### config.mk
export PLATFORM = sky130hd
export DESIGN_NAME = interrupt_trap_prioritizer
export DESIGN_NICKNAME = d
export VERILOG_FILES = /design/src/hw/irq_trap_pkg.sv /design/src/hw/interrupt_trap_prioritizer.sv /design/src/hw/sticky_flags.sv /design/src/hw/irq_arbiter.sv
export SDC_FILE = /design/constraint.sdc
export NUM_CORES = 1
export LEC_CHECK = 0
export BUFFER_PORTS_ARGS = -buffer_cell sky130_fd_sc_hd__buf_2
export CAP_MARGIN = 10
export CORE_MARGIN = 2
export CORE_UTILIZATION = 55
export DETAILED_ROUTE_END_ITERATION = 16
export PLACE_DENSITY = 0.75
export SYNTH_ARGS = -nofsm -noshare
export SYNTH_HDL_FRONTEND = slang
export SYNTH_SLANG_ARGS = --single-unit
### constraint.sdc
create_clock -name clk_i -period 55.2 [get_ports clk_i]
set_input_delay 5.52 -clock clk_i [delete_from_list [all_inputs] [get_ports clk_i]]
set_output_delay 5.52 -clock clk_i [all_outputs]
set_load 0.02 [all_outputs]
### src/hw/irq_trap_pkg.sv
// constants and carrier types for the interrupt and trap prioritizer
package irq_trap_pkg;
	// ==========================================================
	// source and vector geometry
	localparam int         NSRC       = 45;
	localparam int         NPRIO      = 48;
	localparam int         NGRP       = 12;
	localparam logic [2:0] PRIO_RST   = 3'h4;
	localparam logic [5:0] VEC_BASE   = 6'h08;
	// reserved interrupt numbers have a zero here
	localparam logic [44:0] SRC_IMPL  = 45'h19BF3CF9FFFF;
	localparam logic [23:0] RESET_PC  = 24'h000000;
	// ==========================================================
	// register word indices, byte address is index times four
	localparam logic [5:0] IDX_FLAG_LO = 6'h0C;
	localparam logic [5:0] IDX_FLAG_HI = 6'h0D;
	localparam logic [5:0] IDX_EN_LO   = 6'h0E;
	localparam logic [5:0] IDX_EN_HI   = 6'h0F;
	localparam logic [5:0] IDX_CTRL    = 6'h10;
	localparam logic [5:0] IDX_STAT    = 6'h11;
	localparam logic [5:0] IDX_STACK_LIMIT_VALUE   = 6'h12;
	// control bits
	localparam int CTRL_NEST  = 0;
	localparam int CTRL_OVF31 = 1;
	localparam int CTRL_OVF39 = 2;
	// reset cause bits, held in status bits 15:8
	localparam int CAUSE_WDT   = 0;
	localparam int CAUSE_UNINIT = 1;
	localparam int CAUSE_ILL   = 2;
	localparam int CAUSE_BOR   = 3;
	localparam int CAUSE_CONF  = 7;
	// ==========================================================
	// traps: index 0..3 stands for level 11..14
	localparam int         T_MATH        = 0;
	localparam int         T_ADDR        = 1;
	localparam int         T_STACK       = 2;
	localparam int         T_OSC         = 3;
	localparam logic [3:0] TRAP_LVL_BASE = 4'hB;
	localparam logic [15:0] STACK_LIMIT_VALUE_RST    = 16'hFFFE;
	localparam logic [15:0] STACK_FLOOR  = 16'h0800;
	// ==========================================================
	// fault and reset conditions reported by the core
	typedef struct packed {
		logic        div_zero;
		logic        acc_ovf31;
		logic        guard_used;
		logic        acc_ovf39;
		logic        sat_on;
		logic        shift_over;
		logic        misalign;
		logic        unimpl_data;
		logic        unimpl_prog;
		logic        vec_fetch;
		logic        bad_branch;
		logic        bad_pc;
		logic        mac_x;
		logic        mac_y;
		logic        in_x;
		logic        in_y;
		logic        sp_load;
		logic [15:0] sp_value;
		logic        osc_fail;
		logic        wdt;
		logic        uninit_w;
		logic        ill_exec;
		logic        ill_flushed;
		logic        brown_out;
	} fault_t;
	// requests presented to the core
	typedef struct packed {
		logic       irq;
		logic [5:0] vec;
		logic [2:0] lvl;
		logic       treq;
		logic [3:0] tlvl;
		logic       halt;
		logic       tflag;
		logic       dreset;
		logic       div_abort;
	} core_req_t;
endpackage

### src/hw/interrupt_trap_prioritizer.sv
// interrupt and trap prioritizer with its wishbone register file
// Operation
// - each source priority lives in the low three bits of its nibble
// - the top bit of every priority nibble reads as zero
// - priority zero is lowest, seven is highest
// - equal priorities are resolved by vector order, only then
// - natural rank equals interrupt number, zero ranks highest
// - vector number is interrupt number plus eight; 45..53 unused
// - reset restarts the core at address zero, bypassing this block
// - watchdog, bad pointer, bad opcode, brown-out or lockout resets
// - a bad opcode flushed before execution causes no reset
// - traps are unmaskable and wait for the instruction to finish
// - trap levels run 8 to 15, so the level top bit is set
// - cpu level seven blocks all interrupts but no trap
// - divide by zero aborts the divide and raises the math trap
// - enabled overflow at bit 31 or 39, or big shift, raise math
// - misaligned, unimplemented, vector fetch or bad jump: address trap
// - split mac access into the other space counts as unimplemented
// - stack pointer above limit or below 0x0800 raises stack trap
// - oscillator failure raises the oscillator trap
// - traps arriving together are served in fixed order
// - math is soft at 11; address 12, stack 13, osc 14 are hard
// - hard traps halt until acknowledged; lower one late is conflict
// - a conflict resets the device and sets the conflict flag
// - interrupt only when priority exceeds the cpu level
// - nesting disable refuses any interrupt while one is in service
// - flags set on their event whatever the enable
//
// The Wishbone interface to the registers and the register offsets were chosen for this implementation.
`timescale 1ns/1ns
module interrupt_trap_prioritizer (
	input  wire logic                     clk_i,
	input  wire logic                     rst_i,
	input  wire logic                     ce_i,
	input  wire logic                     cyc_i,
	input  wire logic                     stb_i,
	input  wire logic                     we_i,
	input  wire logic [7:0]               adr_i,
	input  wire logic [3:0]               sel_i,
	input  wire logic [31:0]              dat_i,
	output logic      [31:0]              dat_o,
	output logic                          ack_o,
	input  wire logic [44:0]              irq_src_i,
	input  wire logic [3:0]               cpu_level_i,
	input  wire logic                     in_service_i,
	input  wire logic                     instr_done_i,
	input  wire logic                     trap_ack_i,
	input  wire logic                     trap_done_i,
	input  wire irq_trap_pkg::fault_t     fault_i,
	output irq_trap_pkg::core_req_t       core_o
);
	// ==========================================================
	// state
	typedef struct packed {
		logic [47:0][2:0]        prio;
		logic [44:0]             en;
		logic                    nesting_disable;
		logic                    ovf31_en;
		logic                    ovf39_en;
		logic [15:0]             stack_limit_value;
		logic [3:0]              tpend;
		logic [3:0]              serve;
		logic                    ack;
		logic [31:0]             rdata;
		irq_trap_pkg::core_req_t out;
	} st_t;
	localparam st_t ST_RST = '{
		prio:  {irq_trap_pkg::NPRIO{irq_trap_pkg::PRIO_RST}},
		stack_limit_value: irq_trap_pkg::STACK_LIMIT_VALUE_RST,
		default: '0
	};
	st_t s;
	st_t next_s;

	// highest set bit as a one-hot mask
	function automatic logic [3:0] top1(input logic [3:0] v);
		top1 = v[3] ? 4'h8 : v[2] ? 4'h4 : v[1] ? 4'h2 : v[0] ? 4'h1
			: 4'h0;
	endfunction
	// index of the highest set bit
	function automatic logic [1:0] enc(input logic [3:0] v);
		enc = v[3] ? 2'h3 : v[2] ? 2'h2 : v[1] ? 2'h1 : 2'h0;
	endfunction

	// ==========================================================
	// bus decode
	logic [5:0]  idx;
	logic        take;
	logic        wr;
	logic [31:0] bm;
	assign idx  = adr_i[7:2];
	assign take = cyc_i && stb_i && !s.ack;
	// a write lands on the edge where ack is sampled high
	assign wr   = cyc_i && stb_i && we_i && s.ack;
	assign bm   = {{8{sel_i[3]}}, {8{sel_i[2]}}, {8{sel_i[1]}},
		{8{sel_i[0]}}};

	// ==========================================================
	// request flags and arbitration
	logic [44:0]      flags;
	logic [44:0]      flag_set;
	logic [44:0]      flag_clr;
	logic [44:0]      pend;
	logic             found;
	logic [5:0]       num;
	logic [2:0]       lvl;
	// reserved numbers can never be flagged
	assign flag_set = irq_src_i & irq_trap_pkg::SRC_IMPL;
	// write one to clear
	assign flag_clr[31:0]  = (wr && idx == irq_trap_pkg::IDX_FLAG_LO)
		? (dat_i & bm) : 32'h0;
	assign flag_clr[44:32] = (wr && idx == irq_trap_pkg::IDX_FLAG_HI)
		? (dat_i[12:0] & bm[12:0]) : 13'h0;
	assign pend = flags & s.en & irq_trap_pkg::SRC_IMPL;

	sticky_flags #(.W(45)) u_flags (
		.clk_i (clk_i),
		.rst_i (rst_i),
		.ce_i  (ce_i),
		.set_i (flag_set),
		.clr_i (flag_clr),
		.q_o   (flags)
	);

	irq_arbiter u_arb (
		.req_i   (pend),
		.prio_i  (s.prio),
		.found_o (found),
		.num_o   (num),
		.lvl_o   (lvl)
	);

	// ==========================================================
	// trap detection
	logic [3:0] tev;
	logic [3:0] held;
	logic       mac_bad;
	logic       conflict;
	// a mac access into the other data space is unimplemented
	assign mac_bad = (fault_i.mac_x && fault_i.in_y)
		|| (fault_i.mac_y && fault_i.in_x);
	assign tev[irq_trap_pkg::T_MATH] = fault_i.div_zero
		|| (s.ovf31_en && fault_i.acc_ovf31 && !fault_i.guard_used)
		|| (s.ovf39_en && fault_i.acc_ovf39 && !fault_i.sat_on)
		|| fault_i.shift_over;
	assign tev[irq_trap_pkg::T_ADDR] = fault_i.misalign
		|| fault_i.unimpl_data || fault_i.unimpl_prog
		|| fault_i.vec_fetch || fault_i.bad_branch
		|| fault_i.bad_pc || mac_bad;
	assign tev[irq_trap_pkg::T_STACK] = fault_i.sp_load
		&& (fault_i.sp_value > s.stack_limit_value
		|| fault_i.sp_value < irq_trap_pkg::STACK_FLOOR);
	assign tev[irq_trap_pkg::T_OSC] = fault_i.osc_fail;
	// traps already pending, acknowledged or running, the soft math trap included
	assign held = s.tpend | s.serve;
	// a lower hard trap behind a higher one locks the core out
	assign conflict = (tev[irq_trap_pkg::T_ADDR] && |held[3:2])
		|| (tev[irq_trap_pkg::T_STACK] && held[3]);

	// ==========================================================
	// reset causes, sticky until software clears them
	logic [7:0] cause_set;
	logic [7:0] cause_clr;
	logic [7:0] cause;
	logic       dev_rst;
	always_comb begin
		cause_set = 8'h00;
		cause_set[irq_trap_pkg::CAUSE_WDT]    = fault_i.wdt;
		cause_set[irq_trap_pkg::CAUSE_UNINIT] = fault_i.uninit_w;
		// a flushed opcode never executed, so no reset
		cause_set[irq_trap_pkg::CAUSE_ILL] = fault_i.ill_exec
			&& !fault_i.ill_flushed;
		cause_set[irq_trap_pkg::CAUSE_BOR]  = fault_i.brown_out;
		cause_set[irq_trap_pkg::CAUSE_CONF] = conflict;
	end
	assign cause_clr = (wr && idx == irq_trap_pkg::IDX_STAT && sel_i[1])
		? dat_i[15:8] : 8'h00;
	assign dev_rst = |cause_set;

	sticky_flags #(.W(8)) u_cause (
		.clk_i (clk_i),
		.rst_i (rst_i),
		.ce_i  (ce_i),
		.set_i (cause_set),
		.clr_i (cause_clr),
		.q_o   (cause)
	);

	// ==========================================================
	// next state: bus, registers, traps and core requests
	always_comb begin
		logic [31:0] rd;
		int          b;
		rd     = 32'h0;
		b      = 0;
		next_s = s;
		// read mux, unmapped words read zero
		if (idx < 6'(irq_trap_pkg::NGRP)) begin
			for (int k = 0; k < 4; k++) begin
				b = int'(idx) * 4 + k;
				rd[4*k +: 3] = s.prio[b];
			end
		end else begin
			case (idx)
				irq_trap_pkg::IDX_FLAG_LO: rd = flags[31:0];
				irq_trap_pkg::IDX_FLAG_HI: rd = {19'h0, flags[44:32]};
				irq_trap_pkg::IDX_EN_LO:   rd = s.en[31:0];
				irq_trap_pkg::IDX_EN_HI:   rd = {19'h0, s.en[44:32]};
				irq_trap_pkg::IDX_CTRL:    rd = {29'h0, s.ovf39_en,
					s.ovf31_en, s.nesting_disable};
				irq_trap_pkg::IDX_STAT:    rd = {16'h0, cause, s.serve,
					s.tpend};
				irq_trap_pkg::IDX_STACK_LIMIT_VALUE:   rd = {16'h0, s.stack_limit_value};
				default:                   rd = 32'h0;
			endcase
		end
		// one wait state, ack drops the cycle after
		next_s.ack = take;
		if (take) begin
			next_s.rdata = rd;
		end
		// register writes honour the byte lanes
		if (wr && idx < 6'(irq_trap_pkg::NGRP)) begin
			for (int k = 0; k < 4; k++) begin
				b = int'(idx) * 4 + k;
				if (sel_i[k / 2]) begin
					next_s.prio[b] = dat_i[4*k +: 3];
				end
			end
		end
		if (wr && idx == irq_trap_pkg::IDX_EN_LO) begin
			next_s.en[31:0] = (s.en[31:0] & ~bm) | (dat_i & bm);
		end
		if (wr && idx == irq_trap_pkg::IDX_EN_HI) begin
			next_s.en[44:32] = (s.en[44:32] & ~bm[12:0])
				| (dat_i[12:0] & bm[12:0]);
		end
		if (wr && idx == irq_trap_pkg::IDX_CTRL && sel_i[0]) begin
			next_s.nesting_disable   = dat_i[irq_trap_pkg::CTRL_NEST];
			next_s.ovf31_en = dat_i[irq_trap_pkg::CTRL_OVF31];
			next_s.ovf39_en = dat_i[irq_trap_pkg::CTRL_OVF39];
		end
		if (wr && idx == irq_trap_pkg::IDX_STACK_LIMIT_VALUE) begin
			next_s.stack_limit_value = (s.stack_limit_value & ~bm[15:0]) | (dat_i[15:0] & bm[15:0]);
		end
		// acknowledge moves the top trap into service
		if (trap_ack_i && |s.tpend) begin
			next_s.tpend = s.tpend & ~top1(s.tpend);
			next_s.serve = s.serve | top1(s.tpend);
		end else if (trap_done_i) begin
			next_s.serve = s.serve & ~top1(s.serve);
		end
		// traps cannot be masked; a new one beats its own ack
		next_s.tpend = next_s.tpend | tev;
		if (dev_rst) begin
			next_s.tpend = 4'h0;
			next_s.serve = 4'h0;
		end
		// an interrupt must beat the cpu level, so seven blocks all
		next_s.out.irq = found && ({1'b0, lvl} > cpu_level_i)
			&& !(s.nesting_disable && in_service_i)
			&& !dev_rst && !s.out.dreset;
		next_s.out.vec = num + irq_trap_pkg::VEC_BASE;
		next_s.out.lvl = lvl;
		// a trap is offered only at an instruction boundary
		next_s.out.treq = |next_s.tpend && instr_done_i
			&& !dev_rst;
		next_s.out.tlvl = irq_trap_pkg::TRAP_LVL_BASE
			+ {2'h0, enc(next_s.tpend)};
		next_s.out.halt = |next_s.tpend[3:1];
		next_s.out.tflag = |next_s.serve;
		next_s.out.dreset = dev_rst;
		next_s.out.div_abort = fault_i.div_zero;
	end

	// state register, frozen while the clock enable is low
	always_ff @(posedge clk_i) begin
		if (rst_i) begin
			s <= ST_RST;
		end else if (ce_i) begin
			s <= next_s;
		end
	end

	assign dat_o  = s.rdata;
	assign ack_o  = s.ack;
	assign core_o = s.out;

	// ==========================================================
	// checks
	nibble_zero_a: assert property (@(posedge clk_i) disable iff (rst_i)
		ack_o && !we_i && adr_i[7:2] < 6'h0C
		|-> (dat_o & 32'h0000_8888) == 32'h0)
		else $error("priority nibble top bit not zero");
	above_level_a: assert property (@(posedge clk_i) disable iff (rst_i)
		$past(ce_i) && !$past(rst_i) && core_o.irq
		|-> {1'b0, core_o.lvl} > $past(cpu_level_i))
		else $error("interrupt not above cpu level");
	nest_block_a: assert property (@(posedge clk_i) disable iff (rst_i)
		ce_i && s.nesting_disable && in_service_i ##1 1'b1 |-> !core_o.irq)
		else $error("nested interrupt while nesting disabled");
	vector_map_a: assert property (@(posedge clk_i) disable iff (rst_i)
		core_o.irq |-> core_o.vec >= 6'h08 && core_o.vec <= 6'h34)
		else $error("vector outside source range");
	reserved_never_a: assert property (@(posedge clk_i) disable iff (rst_i)
		core_o.irq |-> irq_trap_pkg::SRC_IMPL[core_o.vec - 6'h08])
		else $error("reserved source requested");
	trap_level_a: assert property (@(posedge clk_i) disable iff (rst_i)
		core_o.treq |-> core_o.tlvl[3] && core_o.tlvl >= 4'hB)
		else $error("trap level below eight");
	conflict_reset_a: assert property (@(posedge clk_i) disable iff (rst_i)
		ce_i && conflict |=> core_o.dreset && !core_o.irq
		&& cause[irq_trap_pkg::CAUSE_CONF])
		else $error("conflict without reset");
	hard_halt_a: assert property (@(posedge clk_i) disable iff (rst_i)
		ce_i && tev[irq_trap_pkg::T_STACK] && !dev_rst
		|=> core_o.halt && s.tpend[irq_trap_pkg::T_STACK])
		else $error("hard trap did not halt");
	flushed_ok_a: assert property (@(posedge clk_i) disable iff (rst_i)
		ce_i && cause_set == 8'h00 |=> !core_o.dreset)
		else $error("reset without a cause");
endmodule

### src/hw/sticky_flags.sv
// bank of sticky flags, a set beats a clear in the same cycle
`timescale 1ns/1ns
module sticky_flags #(
	parameter int W = 8
) (
	input  wire logic         clk_i,
	input  wire logic         rst_i,
	input  wire logic         ce_i,
	input  wire logic [W-1:0] set_i,
	input  wire logic [W-1:0] clr_i,
	output logic      [W-1:0] q_o
);
	typedef struct packed {
		logic [W-1:0] q;
	} fl_t;
	fl_t s;
	fl_t next_s;
	// clear first, then set so an event is never lost
	always_comb begin
		next_s.q = (s.q & ~clr_i) | set_i;
	end
	// state register
	always_ff @(posedge clk_i) begin
		if (rst_i) begin
			s <= '0;
		end else if (ce_i) begin
			s <= next_s;
		end
	end
	assign q_o = s.q;
endmodule

### src/hw/irq_arbiter.sv
// picks the highest priority pending source, lowest number on a tie
`timescale 1ns/1ns
module irq_arbiter (
	input  wire logic [44:0]       req_i,
	input  wire logic [47:0][2:0]  prio_i,
	output logic                   found_o,
	output logic      [5:0]        num_o,
	output logic      [2:0]        lvl_o
);
	// scan downward; >= lets a lower number win a tie
	always_comb begin
		found_o = 1'b0;
		num_o   = 6'h00;
		lvl_o   = 3'h0;
		for (int i = irq_trap_pkg::NSRC - 1; i >= 0; i--) begin
			if (req_i[i] && (!found_o || prio_i[i] >= lvl_o)) begin
				found_o = 1'b1;
				num_o   = 6'(i);
				lvl_o   = prio_i[i];
			end
		end
	end
endmodule

==> results by group <==
Status
  – Status: completed

Synthesis
  – Seq cells post-synth: 321
  – Ys async rst share: 0%
  – Sequential cell area fraction in the yosys report: 31.3%
  – Mapped Area: 20500 um^2
  – Syn Area/Cell: 8.21 um^2
  – Synth Flop Type: dfxtp_1
  – EDFF count, synth: 0
  – Gate Count Post-Synth: 2500
  – Yosys warns: 0
  – Post-Syn Nets: 2739
  – Synth unique cells: 101

Detailed routing
  – # DRC: 0
  – Total number of vias: 20300
  – Drt pass-1 iters: 9
  – Starting DRT DRC Count: 2014
  – Via density per instance: 6.62
  – Drt wl/cell: 24.6 um
  – Post-route ant nets: 0
  – Routed WL: 75200 um

STA
  – Clock Skew: 0.0127 ns
  – Crit path time final: 51.62 ns
  – Final hold violations: 0
  – Setup TNS Final: 0 ns
  – Crit share post-route: 93.5%
  – Final Max Slew Viols: 0
  – Post-route worst setup slack: 3.58 ns
  – Tightest Pin Transition: 1.22 ns
  – Max Clk Rate: 19.4 MHz
  – Rel. slew slack: 17.9%
  – Setup-failing EPs final: 0

GRT
  – Initial antenna violation count: 4
  – First-pass GRT wire length: 114000 um
  – Grt met2 use: 59.7%
  – Largest net degree at the start of global routing: 94
  – Met3 Use GR: 7.55%
  – Total gr overflow: 0
  – Vias in the first global route: 19200
  – GRT Util Overall: 38.2%
  – Met1 Usage GRT: 49.9%
  – Gr busiest metal: met2

CTS
  – Skew-Pair Late Insertion Delay: 0.54 ns
  – Clk buf depth: 3
  – CTS root buffer: clkbuf_16
  – CTS buffer count: 36
  – CTS Hold Bufs: 0
  – CTS sink count: 321
  – H-tree depth: 2
  – CTS tree: built
  – Clock-pin slew on the worst setup and hold paths: 0.06 ns

Pwr
  – Switching share of total power: 24.5%
  – PwrDens: 22.5 nW/um^2
  – Clock share of power: 47.2%
  – Int Pwr: 0.386 mW
  – Lkg Pwr: 8.68 nW
  – Worst vdd ir: 0.0232 mV
  – Register share of total power: 46.7%
  – Share of total power in combinational logic: 6.1%
  – Psw: 0.125 mW

Floorplan
  – IO Count: 194
  – Initial Util: 55.9%
  – Core Region: 36700 um^2
  – Chip Height: 197 um
  – Die ar.: 38900 um^2
  – FP Rows: 70
  – Chip Width: 197 um

Finish
  – Post-layout instance area: 22700 um^2
  – Nets@finish: 2804
  – Most common cell after layout, fill and taps aside: nor2_1
  – Reg area: 6430 um^2
  – Fillers: 3239
  – Most frequent cells in the layout: nor2_1, dfxtp_1, nand2_1
  – P&R area growth vs syn: 10.5%
  – Final core occ: 61.8%
  – Share of post-route cells with drive strength above 1: 15.5%
  – Multi-input gate area: 13000 um^2

Run
  – Max Cap Viol: 0

Setup path
  – CP Class: reg2reg
  – CP bufs+invs: 11
  – Crit. End Element: register
  – Peak per-stage delay on the critical path: 0.46 ns
  – Most frequent CP cell: ha_1
  – Worst path top cell family by delay: compound AO/OA/AOI/OAI gates
  – Worst path required time: 55.58 ns
  – CP max stage cell: or3b_2
  – Crit path max fanout: 13
  – Startpoint types: register
  – Crit path DAT: 52.00 ns

Placement
  – HPWL Detailed: 56400 um
  – Gpl congestion: 1.00
  – Pre-CTS setup slack: 1.29 ns
  – IO Port Bufs: 182
  – Placed Area: 21300 um^2

Hold path
  – HP Class: reg2reg
## power by group through the flow
stage / Sequential [mW] / Clock (mW) / Combinational (mW)
final: 0.238 / 0.241 / 0.0312
after detailed placement: 0.243 / 0 / 0.0301
after CTS: 0.238 / 0.242 / 0.0303
after floorplan: 0.241 / 0 / 0.0181
after global placement: 0.243 / 0 / 0.0297
after global routing: 0.238 / 0.252 / 0.0328
## metal layers
layer / wire length, um / vias up
met1: 29600 / 9652
met5: 26 / -
met3: 7910 / 253
met4: 4550 / 4
li1: - / 9189
met2: 33100 / 1165
## layout make-up
cell class | instances | area share (%)
Multi-Input combinational cell | 1889 | 57.2
Clock inverter | 15 | 0.767
Sequential cell | 321 | 28.4
Inverter | 111 | 1.84
Tap cell | 468 | 2.58
Antenna cell | 2 | 0.0221
Timing Repair Buffer | 206 | 4.84
Clock buffer | 48 | 4.39
## stage by stage
step                      std cells  power (mW)  hold slack, ns
final                          3060       0.511           0.432
after global routing           3059       0.523           0.460
after CTS                      3049       0.511           0.433
after detailed placement       2986       0.273           0.423
after global placement         2986       0.273           0.419
after floorplan                2500       0.260           0.412
## cells by family after synthesis
group,synth area share [%]
AND/OR/NAND/NOR,20.5
multiplexers,14.1
adder cells (fa/ha/maj),5.91
AO/OA/AOI/OAI,21.8
flip-flops,31.3
buffers and inverters,6.43
## synthesized netlist by cell type (36+ instances only)
master	number	share of area (%)
a21oi_1	132	3.2
a22oi_1	75	2.7
and2_1	46	1.4
buf_4	53	1.9
clkbuf_1	106	1.9
dfxtp_1	321	31
ha_1	97	5.9
inv_1	110	2.0
mux2i_1	188	9.2
mux4_2	36	4.0
nand2_1	313	5.7
nand2b_1	37	1.1
nand3_1	52	1.3
nor2_1	334	6.1
o211ai_1	39	1.4
o21ai_0	68	1.7
## path summary, 6_finish.rpt
path	cells past startpoint	end	slack, ns	startpoint
min reg2reg	2	u_flags.q_o[17]$_SDFFE_PP0P_	0.43	u_flags.q_o[17]$_SDFFE_PP0P_
min	2	u_flags.q_o[17]$_SDFFE_PP0P_	0.43	u_flags.q_o[17]$_SDFFE_PP0P_
max	243	core_o[18]$_SDFFE_PP0P_	3.58	s[256]$_SDFFE_PP0P_
max reg2reg	243	core_o[18]$_SDFFE_PP0P_	3.58	s[256]$_SDFFE_PP0P_
## worst min-delay path, delay by kind of cell, from the launching register on
kind | cells | cell delay [ns]
compound gates | 1 | 0.03
flops | 1 | 0.31
simple gates | 1 | 0.05
## timing repair
item,in CTS,in global routing
setup buffers,0,9
gates resized for setup,0,39
setup endpoints to repair,0,10
No activity file was read; power rests on OpenSTA's default activity.
